### src/sdip_defines.vh
`ifndef SDIP_DEFINES_VH
`define SDIP_DEFINES_VH
// frame layout
`define SDIP_FRAME_BITS     16
`define SDIP_PTR_MSB        15
`define SDIP_PTR_LSB        8
`define SDIP_DAT_MSB        7
`define SDIP_DAT_LSB        0
// buffer mode word fields
`define SDIP_CFG_FLAG_BIT   7
`define SDIP_CFG_EN01_BIT   5
`define SDIP_CFG_EN23_BIT   4
`define SDIP_CFG_FULL03_BIT 3
`define SDIP_CFG_EN45_BIT   2
`define SDIP_CFG_EN67_BIT   1
`define SDIP_CFG_FULL47_BIT 0
// buffer mode encodings
`define SDIP_MODE_UNBUF     2'h0
`define SDIP_MODE_HALF      2'h1
`define SDIP_MODE_FULL      2'h2
// reset values
`define SDIP_CHAN_RST       8'h00
`define SDIP_MODE_RST       2'h0
// register map, word addresses
`define SDIP_REG_CHAN0      4'h0
`define SDIP_REG_MODES      4'h8
`define SDIP_REG_STATUS     4'h9
`define SDIP_REG_CTRL       4'ha
`define SDIP_REG_LAST       4'hb
// status bits
`define SDIP_ST_EMPTY_BIT   0
`define SDIP_ST_FULL_BIT    1
`define SDIP_ST_PD_BIT      2
`define SDIP_ST_ACT_BIT     3
`define SDIP_ST_OVF_BIT     4
`endif

### src/sdip_top.v
// Functional notes
// - eight separately latched 8-bit channel registers, one per analog output.
// - each channel register takes any unsigned code from 0 to 255.
// - select falling restarts the serial logic for a fresh 16-bit word.
// - while select is low, data is sampled on each serial clock rising edge.
// - select rising captures the 16-bit word; later clock edges ignored until next frame.
// - serial writes reach the channel registers only when the frame closes.
// - at frame end the word goes to channels or buffer config by its contents.
// - one frame may update any subset of channels, none up to all eight.
// - each output pair selects unbuffered or buffered; half or full buffering is set per group of four channels.
// - shifted bits appear on an open-drain serial output for chaining.
// - power-down input high runs normally; low enters shutdown.
// - frame is 8-bit pointer then 8-bit data, msb first, data lsb last.
// - channels with pointer bit set get the data; others and buffers unchanged.
// - zero pointer with config flag set loads buffer modes from data bits 5..0.
// - all-zero frame is a filler word that changes nothing.
`include "sdip_defines.vh"
module sdip_top #(
	parameter CHANNELS   = 8,
	parameter CODE_W     = 8,
	parameter FRAME_BITS = `SDIP_FRAME_BITS,
	parameter FIFO_DEPTH = 8,
	parameter FIFO_AW    = 3
) (
	input  wire                       clk,
	input  wire                       rst,
	input  wire                       ser_clk,
	input  wire                       frame_sel_n,
	input  wire                       ser_din,
	input  wire                       power_down_n,
	output reg                        ser_dout_o,
	output reg                        ser_dout_oe,
	output reg  [CHANNELS*CODE_W-1:0] chan_codes,
	output reg  [CHANNELS*2-1:0]      chan_modes,
	output reg                        shutdown,
	input  wire [3:0]                 avs_address,
	input  wire                       avs_read,
	input  wire                       avs_write,
	input  wire [31:0]                avs_writedata,
	output reg  [31:0]                avs_readdata,
	output reg                        avs_waitrequest
);
	localparam ST_IDLE  = 1'b0;
	localparam ST_SHIFT = 1'b1;

	// pin synchronisers
	reg [1:0] sclk_sync_r;
	reg [1:0] sel_sync_r;
	reg [1:0] din_sync_r;
	reg [1:0] pd_sync_r;
	reg       sclk_prev_r;
	reg       sel_prev_r;

	always @(posedge clk or posedge rst) begin
		if (rst) begin
			sclk_sync_r <= 2'h0;
			sel_sync_r  <= 2'h3;
			din_sync_r  <= 2'h0;
			pd_sync_r   <= 2'h3;
			sclk_prev_r <= 1'b0;
			sel_prev_r  <= 1'b1;
		end else begin
			sclk_sync_r <= {sclk_sync_r[0], ser_clk};
			sel_sync_r  <= {sel_sync_r[0], frame_sel_n};
			din_sync_r  <= {din_sync_r[0], ser_din};
			pd_sync_r   <= {pd_sync_r[0], power_down_n};
			sclk_prev_r <= sclk_sync_r[1];
			sel_prev_r  <= sel_sync_r[1];
		end
	end

	wire sclk_rise = sclk_sync_r[1] & ~sclk_prev_r;
	wire sel_fall  = ~sel_sync_r[1] & sel_prev_r;
	wire sel_rise  = sel_sync_r[1] & ~sel_prev_r;

	// serial shifter
	reg                  state_r;
	reg [FRAME_BITS-1:0] shreg_r;
	reg [4:0]            bitcnt_r;
	reg                  ovf_r;
	wire                 fifo_in_ready;
	wire                 cap_valid = sel_rise & (state_r == ST_SHIFT);
	wire                 ctl_clr_ovf;

	always @(posedge clk or posedge rst) begin
		if (rst) begin
			state_r  <= ST_IDLE;
			shreg_r  <= {FRAME_BITS{1'b0}};
			bitcnt_r <= 5'h0;
			ovf_r    <= 1'b0;
		end else begin
			case (state_r)
				ST_IDLE: begin
					if (sel_fall) begin
						state_r  <= ST_SHIFT;
						bitcnt_r <= 5'h0;
					end
				end
				ST_SHIFT: begin
					if (sel_rise)
						state_r <= ST_IDLE;
					else if (sclk_rise) begin
						shreg_r  <= {shreg_r[FRAME_BITS-2:0], din_sync_r[1]};
						bitcnt_r <= (bitcnt_r == 5'h1f) ? bitcnt_r : bitcnt_r + 5'h1;
					end
				end
				default: state_r <= ST_IDLE;
			endcase
			// lost frame flag: set wins over clear
			if (cap_valid & ~fifo_in_ready)
				ovf_r <= 1'b1;
			else if (ctl_clr_ovf)
				ovf_r <= 1'b0;
		end
	end

	// open-drain chain output: drive low only
	always @(posedge clk or posedge rst) begin
		if (rst) begin
			ser_dout_o  <= 1'b0;
			ser_dout_oe <= 1'b0;
		end else begin
			ser_dout_o  <= 1'b0;
			ser_dout_oe <= ~shreg_r[FRAME_BITS-1];
		end
	end

	// captured frames queue
	wire                  fifo_out_valid;
	wire [FRAME_BITS-1:0] fifo_out_data;
	wire                  apply_ready = 1'b1;

	sdip_fifo #(
		.WIDTH (FRAME_BITS),
		.DEPTH (FIFO_DEPTH),
		.AW    (FIFO_AW)
	) u_fifo (
		.clk       (clk),
		.rst       (rst),
		.in_valid  (cap_valid),
		.in_ready  (fifo_in_ready),
		.in_data   (shreg_r),
		.out_valid (fifo_out_valid),
		.out_ready (apply_ready),
		.out_data  (fifo_out_data)
	);

	// frame apply
	wire [7:0] ptr  = fifo_out_data[`SDIP_PTR_MSB:`SDIP_PTR_LSB];
	wire [7:0] dat  = fifo_out_data[`SDIP_DAT_MSB:`SDIP_DAT_LSB];
	wire       cfgw = (ptr == 8'h00) & dat[`SDIP_CFG_FLAG_BIT];

	function [1:0] mode_of;
		input en;
		input full;
		begin
			if (!en)
				mode_of = `SDIP_MODE_UNBUF;
			else if (full)
				mode_of = `SDIP_MODE_FULL;
			else
				mode_of = `SDIP_MODE_HALF;
		end
	endfunction

	wire [1:0] m01 = mode_of(dat[`SDIP_CFG_EN01_BIT], dat[`SDIP_CFG_FULL03_BIT]);
	wire [1:0] m23 = mode_of(dat[`SDIP_CFG_EN23_BIT], dat[`SDIP_CFG_FULL03_BIT]);
	wire [1:0] m45 = mode_of(dat[`SDIP_CFG_EN45_BIT], dat[`SDIP_CFG_FULL47_BIT]);
	wire [1:0] m67 = mode_of(dat[`SDIP_CFG_EN67_BIT], dat[`SDIP_CFG_FULL47_BIT]);

	// software write port into channels
	// writes land on the edge that sees waitrequest low, unless a queued frame is applied on that edge; then the write is lost
	wire sw_chan_wr = avs_write & ~avs_waitrequest & (avs_address < `SDIP_REG_MODES);
	wire sw_ctrl_wr = avs_write & ~avs_waitrequest & (avs_address == `SDIP_REG_CTRL);
	assign ctl_clr_ovf = sw_ctrl_wr & avs_writedata[`SDIP_ST_OVF_BIT];

	integer i;
	always @(posedge clk or posedge rst) begin
		if (rst) begin
			chan_codes <= {CHANNELS{`SDIP_CHAN_RST}};
			chan_modes <= {CHANNELS{`SDIP_MODE_RST}};
		end else if (fifo_out_valid) begin
			if (cfgw) begin
				chan_modes <= {m67, m67, m45, m45, m23, m23, m01, m01};
			end else begin
				for (i = 0; i < CHANNELS; i = i + 1) begin
					if (ptr[i])
						chan_codes[i*CODE_W +: CODE_W] <= dat;
				end
			end
		end else if (sw_chan_wr) begin
			chan_codes[avs_address[2:0]*CODE_W +: CODE_W] <= avs_writedata[7:0];
		end
	end

	always @(posedge clk or posedge rst) begin
		if (rst)
			shutdown <= 1'b0;
		else
			shutdown <= ~pd_sync_r[1];
	end

	// avalon slave: one wait state per access
	wire [4:0] status = {ovf_r, state_r, shutdown, ~fifo_in_ready, ~fifo_out_valid};

	function [31:0] rd_mux;
		input [3:0]                   a;
		input [CHANNELS*CODE_W-1:0]   c;
		input [CHANNELS*2-1:0]        m;
		input [4:0]                   s;
		begin
			if (a < `SDIP_REG_MODES)
				rd_mux = {24'h000000, c[a[2:0]*CODE_W +: CODE_W]};
			else if (a == `SDIP_REG_MODES)
				rd_mux = {16'h0000, m};
			else if (a == `SDIP_REG_STATUS)
				rd_mux = {27'h0000000, s};
			else
				rd_mux = 32'h00000000;
		end
	endfunction

	always @(posedge clk or posedge rst) begin
		if (rst) begin
			avs_waitrequest <= 1'b1;
			avs_readdata    <= 32'h00000000;
		end else begin
			if ((avs_read | avs_write) & avs_waitrequest) begin
				avs_waitrequest <= 1'b0;
				avs_readdata    <= avs_read ? rd_mux(avs_address, chan_codes, chan_modes, status)
				                            : 32'h00000000;
			end else
				avs_waitrequest <= 1'b1;
		end
	end
endmodule // sdip_top

### src/sdip_fifo.v
module sdip_fifo #(
	parameter WIDTH = 16,
	parameter DEPTH = 8,
	parameter AW    = 3
) (
	input  wire             clk,
	input  wire             rst,
	input  wire             in_valid,
	output wire             in_ready,
	input  wire [WIDTH-1:0] in_data,
	output wire             out_valid,
	input  wire             out_ready,
	output wire [WIDTH-1:0] out_data
);
	reg [WIDTH-1:0] mem [0:DEPTH-1];
	reg [AW-1:0]    wp_r;
	reg [AW-1:0]    rp_r;
	reg [AW:0]      cnt_r;
	wire            push;
	wire            pop;

	assign in_ready  = (cnt_r != DEPTH[AW:0]);
	assign out_valid = (cnt_r != {(AW+1){1'b0}});
	assign out_data  = mem[rp_r];
	assign push      = in_valid & in_ready;
	assign pop       = out_valid & out_ready;

	always @(posedge clk) begin
		if (push)
			mem[wp_r] <= in_data;
	end

	always @(posedge clk or posedge rst) begin
		if (rst) begin
			wp_r  <= {AW{1'b0}};
			rp_r  <= {AW{1'b0}};
			cnt_r <= {(AW+1){1'b0}};
		end else begin
			if (push)
				wp_r <= (wp_r == DEPTH[AW-1:0] - 1'b1) ? {AW{1'b0}} : wp_r + 1'b1;
			if (pop)
				rp_r <= (rp_r == DEPTH[AW-1:0] - 1'b1) ? {AW{1'b0}} : rp_r + 1'b1;
			if (push & ~pop)
				cnt_r <= cnt_r + 1'b1;
			else if (pop & ~push)
				cnt_r <= cnt_r - 1'b1;
		end
	end
endmodule // sdip_fifo

### config.mk
export PLATFORM = sky130hd
export DESIGN_NAME = sdip_top
export DESIGN_NICKNAME = d
export VERILOG_FILES = /design/src/sdip_top.v /design/src/sdip_fifo.v
export VERILOG_INCLUDE_DIRS = /design/src
export SDC_FILE = /design/constraint.sdc
export NUM_CORES = 1
export LEC_CHECK = 0
export BUFFER_PORTS_ARGS = -buffer_cell sky130_fd_sc_hd__buf_2
export CAP_MARGIN = 20
export CORE_MARGIN = 5
export CORE_UTILIZATION = 57
export CTS_CLUSTER_DIAMETER = 50
export DETAILED_ROUTE_END_ITERATION = 12
export GPL_ROUTABILITY_DRIVEN = 0
export GPL_TIMING_DRIVEN = 0
export PLACE_DENSITY_LB_ADDON = 0.08
export SYNTH_ARGS = -nofsm -noshare
export SYNTH_HDL_FRONTEND = slang
export SYNTH_SLANG_ARGS = --single-unit
### constraint.sdc
create_clock -name clk -period 5.05 [get_ports clk]
set_input_delay 0.7575 -clock clk [delete_from_list [all_inputs] [get_ports clk]]
set_output_delay 0.7575 -clock clk [all_outputs]
set_load 0.01 [all_outputs]
# After elaboration in Yosys (flattened, before gate mapping)
# Memory sizes are Yosys's and may differ from the RTL's.
# Cells that the tools add are included.
dict set report classes {
  addsub 5
  magnitude_cmp 1
  eq_ne 15
  n_shift 3
  n_mux 34
  bitwise 26
  n_reduce_logical 15
}
# cell count
set ops {}
lappend ops {{64-bit 2-to-1 mux} 3}
lappend ops {{64-bit bitwise mux} 1}
lappend ops {{8-bit 2-to-1 mux} 8}
lappend ops {{8-bit by 34-bit variable shift with 64-bit output (first input constant)} 1}
lappend ops {{64-bit by 7-bit variable part select with 8-bit output} 1}
lappend ops {{8-bit by 34-bit variable part select with 64-bit output} 1}
lappend ops {{6-bit negator with 34-bit output} 1}
lappend ops {{16-bit 2-to-1 mux} 2}
lappend ops {{32-bit 2-to-1 mux} 1}
lappend ops {{3-bit AND reduction} 9}
lappend ops {{2-bit inequality test (second input constant)} 9}
lappend ops {{1-bit bitwise AND} 14}
lappend ops {{4-bit == test (second input constant)} 3}
lappend ops {{2-bit 2-to-1 mux} 6}
lappend ops {{1-bit NOT} 11}
lappend ops {{8-bit logical NOT} 1}
lappend ops {{4-bit 2-to-1 mux} 2}
lappend ops {{1-bit 2-to-1 mux} 7}
lappend ops {{3-bit by 1-bit adder with 3-bit output (second input constant)} 2}
lappend ops {{3-bit == test (second input constant)} 2}
lappend ops {{3-bit 2-to-1 mux} 2}
lappend ops {{2-bit nonzero test} 3}
lappend ops {{5-bit 2-to-1 mux} 1}
lappend ops {{4-bit by 1-bit adder with 4-bit output (second input constant)} 1}
lappend ops {{7 further kinds} 7}
dict set report totals {
  register_bits 153
  ram_bits 128
  inputBits 44
  out_inout_bits 116
  word_cells 125
  n_memories 1
}
# memory words width rd rd_ports_with_merged_regs wr line_no
set mem_list {}
lappend mem_list {u_fifo.mem 8 16 1 0 1 sdip_fifo.v:15} ;# reg [WIDTH-1:0] mem [0:DEPTH-1];

# Depth between registers and ports, before layout
dict set report depth {
  depth_word 8
  mapped_depth 13
  mapped_depth_nobuf 12
}

# By module
# Synthesis repeated with hierarchy kept, for this count alone.
dict set report unflattened {
  cells_unflattened 799
  area_unflattened_um2 11439.7
}
# module n_inst cells_each area_per_inst_um2 seq_area_each_um2
set modules_own_cells {}
lappend modules_own_cells {sdip_top 1 549 5835.6 2885.3}
lappend modules_own_cells {sdip_fifo 1 250 5604.1 4093.9}

# Worst setup path after synthesis
# No wires, ideal clock.
dict set report synth_path {
  path_kind {input port to flip-flop}
  from {in avs_address[1]}
  to {reg chan_codes[39]}
  setup_ps 125
  arrival_ps 3039
  required_time_ps 4925
  slack_ps 1886
  stages 9
  path_buffers 1
  path_cell_list {clkbuf_1 inv_1 ha_1 ha_1 nor4b_1 o21ai_0 nor2_1 o2bb2ai_2 mux2_2}
}
dict set report synth_between {
  elab_chain_cells 5
  elab_cells_between_ends 10
  classes_between {add/sub: 1; order compare: 1; shift: 2; mux: 3; bitwise: 1; reduce/logical: 2}
}
# item line_no
set synth_rtl {}
lappend synth_rtl {{start: declaration} sdip_top.v:36} ;# input wire [3:0] avs_address,
lappend synth_rtl {{6-bit negator with 34-bit output} sdip_top.v:192} ;# chan_codes[avs_address[2:0]*CODE_W +: CODE_W] <= avs_writedata[7:0];
lappend synth_rtl {{8-bit by 34-bit variable part select with 64-bit output or 8-bit by 34-bit variable shift with 64-bit output (tied branches)} sdip_top.v:192}
lappend synth_rtl {{64-bit bitwise mux} sdip_top.v:192}
lappend synth_rtl {{64-bit 2-to-1 mux} sdip_top.v:191} ;# end else if (sw_chan_wr) begin
lappend synth_rtl {{64-bit 2-to-1 mux} sdip_top.v:182} ;# end else if (fifo_out_valid) begin
lappend synth_rtl {{end signal: assignment} sdip_top.v:180} ;# chan_codes <= {CHANNELS{`SDIP_CHAN_RST}};
lappend synth_rtl {{end signal: indexed assignment} sdip_top.v:188} ;# chan_codes[i*CODE_W +: CODE_W] <= dat;
lappend synth_rtl {{end signal: indexed assignment} sdip_top.v:192}
lappend synth_rtl {{end: declaration} sdip_top.v:33} ;# output reg [CHANNELS*CODE_W-1:0] chan_codes,
# Parallel ways exist; a longest one is shown, timed or not. The select of a mux whose other input is x is not followed.
# A chain may end at the register's enable or synchronous reset.

# Worst setup path after layout
# Ends and elaborated chain as after synthesis.

==> metrics list <==
- Worst Max-Slew Pin Slew: 1010 ps
- Syn Std Cell Area: 11100 µm²
- The post-route netlist has 32.7% of its cells at a drive strength greater than 1.
* RSZ-0062 raised after global routing: false
* Quantity of I/O buffers inserted on ports: 111
* Reported leakage power: 5.54 nW
* Leading post-synthesis cells by cell area: sky130_fd_sc_hd__edfxtp_1 35%, sky130_fd_sc_hd__dfrtp_1 27%, sky130_fd_sc_hd__mux4_2 9.8%
- Most frequent cell after synthesis: sky130_fd_sc_hd__edfxtp_1
* Effective utilization at floorplan: 57.3%
- Summed over all layers, the routed wires come to 27400 µm.
- Cts bufs inserted: 27
* Width of the die: 149 µm
- HPWL reported at the end of detailed placement: 19300 µm
* Largest fanout on the critical path: 10
* Synthesized-area fraction occupied by and/or/nand/nor cells: 5.93%
- Most numerous cell on the critical path: sky130_fd_sc_hd__ha_1
- In this run the biggest area consumer among cell types represents 34.8% of the synthesized area.
- Overflow after GRT: 0
- Based on the critical path, the design can be clocked at up to 266 MHz.
* Number of hold violations in the final report: 0
- DR iter-0 viols: 568
* Post-route insts no fill: 1228
- Async set or reset register ratio after synthesis: 49.4%
- 160 I/O pins were placed.
- The largest single stage delay on the critical path is 660 ps.
- The path class of the tightest hold or removal check is in2async.
- In this run the mean area of a mapped cell was 14.3 µm².
- Crit path cell chain: buf_2 -> clkbuf_1 -> inv_1 -> ha_1 -> ha_1 -> nor4b_1 -> o21ai_0 -> nor2_1 -> o2bb2ai_2 -> mux2_2
* Flops & latches, synth: 253
- The worst pin sits at a relative slew slack of 32.0%.
* Setup violation total in the final timing report: 0
- Yosys mapped a number of flops with a built-in enable equal to 128.
* Antenna diode count: 0
- Area inside the core boundary: 19300 µm²
- Cell internal power was estimated by the tool at 5.12 mW.
* Die ar.: 22300 µm²
- Clock-pin slew on the worst setup and hold paths: 60 ps
- Clock period minus final worst setup slack: 3760 ps
* Dominant combinational cell family by area after synthesis: multiplexers
- Resize count post-CTS: 0
- Most instantiated cells after synthesis: 128 x sky130_fd_sc_hd__edfxtp_1, 119 x sky130_fd_sc_hd__dfrtp_1, 66 x sky130_fd_sc_hd__a21oi_1
- Synthesis instantiated 48 different standard cells from the library.
- Clock Root Buffer: sky130_fd_sc_hd__clkbuf_16
- At the end of the flow the core is filled with cells to 68.0%.
- Seq pwr share: 37.7%
* Fraction of the cycle the final worst path needs: 74.4%
* Mux share of post-synthesis cell area: 16.0%
* Post-CTS Repair Setup Buffers: 0
- Adder-cell area share of the yosys netlist: 1.45%
- Data on the critical path is required at its endpoint by 5450 ps.
- Cell class contributing the biggest share of worst-path delay: simple AND/OR/NAND/NOR gates
* Filler cells: 1364
* CP arrival: 4150 ps
* Share of the synthesized area in compound gates (AO/OA/AOI/OAI): 8.41%
- Sort of element at the start of the critical path: primary input
* Critical path buffers and inverters: 3
- Clock tree synthesis found a total of 253 sinks.
- Largest net degree at the start of global routing: 78
- The critical path in this run is classified as in2reg.
- Across the VDD grid, the largest voltage drop is 0.000348 V.
- Summed over all nets, the switching power comes to 2.96 mW.
- Of the total synthesized cell area, the portion taken by XOR and XNOR cells is 0.396%.
* Vias: 7224
* Outcome: finished clean
- Post-synthesis cell count: 773
- Syn-to-layout area delta: 18.6%
- Across the run, the number of max-cap violations was 0.
* Final setup TNS: 0 ps
- The number of antenna violations at the first check in global routing came to 0.
- In this run the remaining antenna-violating nets after routing total 0.
- CTS tree: yes
- Dividing the detail-routed via count by the number of cells gives 5.88.
- STA classifies the critical path endpoint as a register.
* Clock power share: 24.4%
- Vias in the first global route: 7383
- Portion of the post-synthesis area used by sequential elements: 63.1%
- Global routing used 24.8% of the available tracks.
* Switching Fraction: 36.6%
* Row Count: 51
- Count of final max-slew check failures: 0
- Among all stages on the critical path, the largest delay is contributed by sky130_fd_sc_hd__nor2_1.
* Clock skew after layout: 20.2 ps
- In the routed design, unresolved DRC markers number 0.
* Number of buffers added to fix hold violations after cts: 0
* Synthesis warning total: 0
- Routed len/inst: 22.3 µm
- Largest buffer count on any clock path: 3
- Pwr dens: 617 nW/µm²
- The most used flip-flop cell after synthesis is sky130_fd_sc_hd__edfxtp_1.
- Wire length of the first global-routing pass: 42600 µm
* Part of the power in combinational logic: 37.9%
- DIE HEIGHT: 149 µm
- Worst hold margin: 268 ps
* Clk_lat worst skew: 530 ps
* Area leader, netlist: sky130_fd_sc_hd__edfxtp_1
- Total iterations of the first detailed-routing run: 5
* Layout Nets: 998
- After detailed placement, the design holds a cell count of 1178.
- CTS H-tree lvls: 1
-- cell usage in the layout, fill, tap and decap left out, types with 28 or more instances in the layout --
cell	Yosys	final
sky130_fd_sc_hd__a21oi_1	66	66
sky130_fd_sc_hd__buf_2	17	128
sky130_fd_sc_hd__buf_4	30	31
sky130_fd_sc_hd__dfrtp_1	119	119
sky130_fd_sc_hd__edfxtp_1	128	128
sky130_fd_sc_hd__mux2_2	28	28
sky130_fd_sc_hd__mux2i_1	37	37
sky130_fd_sc_hd__mux4_2	48	48
sky130_fd_sc_hd__nand2_1	49	49
sky130_fd_sc_hd__nor2_1	47	44
sky130_fd_sc_hd__o21ai_0	32	32
-- final cells by class --
class	count	area [µm²]	area share (%)
timing repair buffer	124	722	5.51
buffer	70	404	3.08
sequential	253	6980	53.2
tap	265	332	2.53
multi-input combinational	437	3660	27.9
clock inverter	12	154	1.17
clock buffer	38	744	5.68
inverter	29	114	0.869
-- kinds of logic (layout without fill, tap and decap cells) --
| logic type | count (synthesis) | in the layout |
|---|---|---|
| flip-flops | 253 | 253 |
| multiplexers | 113 | 113 |
| AO/OA/AOI/OAI | 154 | 154 |
| XOR/XNOR | 5 | 5 |
| AND/OR/NAND/NOR | 135 | 135 |
| buffers and inverters | 99 | 273 |
| other | 1 | 17 |
| adder cells (fa/ha/maj) | 13 | 13 |
-- power groups by stage --
stage	Sequential, mW	Combinational, mW	Clock, mW
2_1_floorplan	3.10	1.92	0
3_3_place_gp	3.03	2.95	0
3_5_place_dp	3.07	3.05	0
4_1_cts	3.04	3.06	1.99
5_1_grt	3.10	3.32	2.10
6_report	3.05	3.06	1.97
-- layer usage --
metal  global-route usage (%)  vias up  wire (µm)
met5                        0        -          0
met4                     7.87        0        890
met3                     3.83       57       1850
met2                     41.7      313      13700
met1                     33.8     3665      11000
li1                         -     3189          -
-- flip-flops by register name (all words and copies together) (netlist names), 3 cells and up --
signal / flops
shreg_r: 16
avs_readdata: 12
u_fifo.wp_r: 3
u_fifo.mem: 128
chan_codes: 64
chan_modes: 8
u_fifo.rp_r: 3
u_fifo.cnt_r: 4
-- metrics by stage --
stage / power (mW) / worst slack, ps / area [µm²]
3_3_place_gp: 5.97 / -466 / 12000
6_report: 8.08 / 1290 / 13100
2_1_floorplan: 5.02 / 975 / 11100
3_5_place_dp: 6.12 / 895 / 12200
4_1_cts: 8.09 / 1420 / 13100
5_1_grt: 8.51 / 1180 / 13100
-- path summary, 6_finish.rpt --
check                           startpoint                to  slack [ps]  depth (start not counted)
max                         avs_address[1]    chan_codes[39]        1290                         10
min                                    rst  avs_readdata[11]         270                          2
max reg2reg                u_fifo.cnt_r[0]   u_fifo.cnt_r[3]        1720                         13
min reg2reg                 sclk_sync_r[0]    sclk_sync_r[1]         350                          0
max in group asynchronous              rst    chan_codes[60]        4000                          3
min in group clk              power_down_n      pd_sync_r[0]         320                          1
Power figures use the tool's default switching activity.
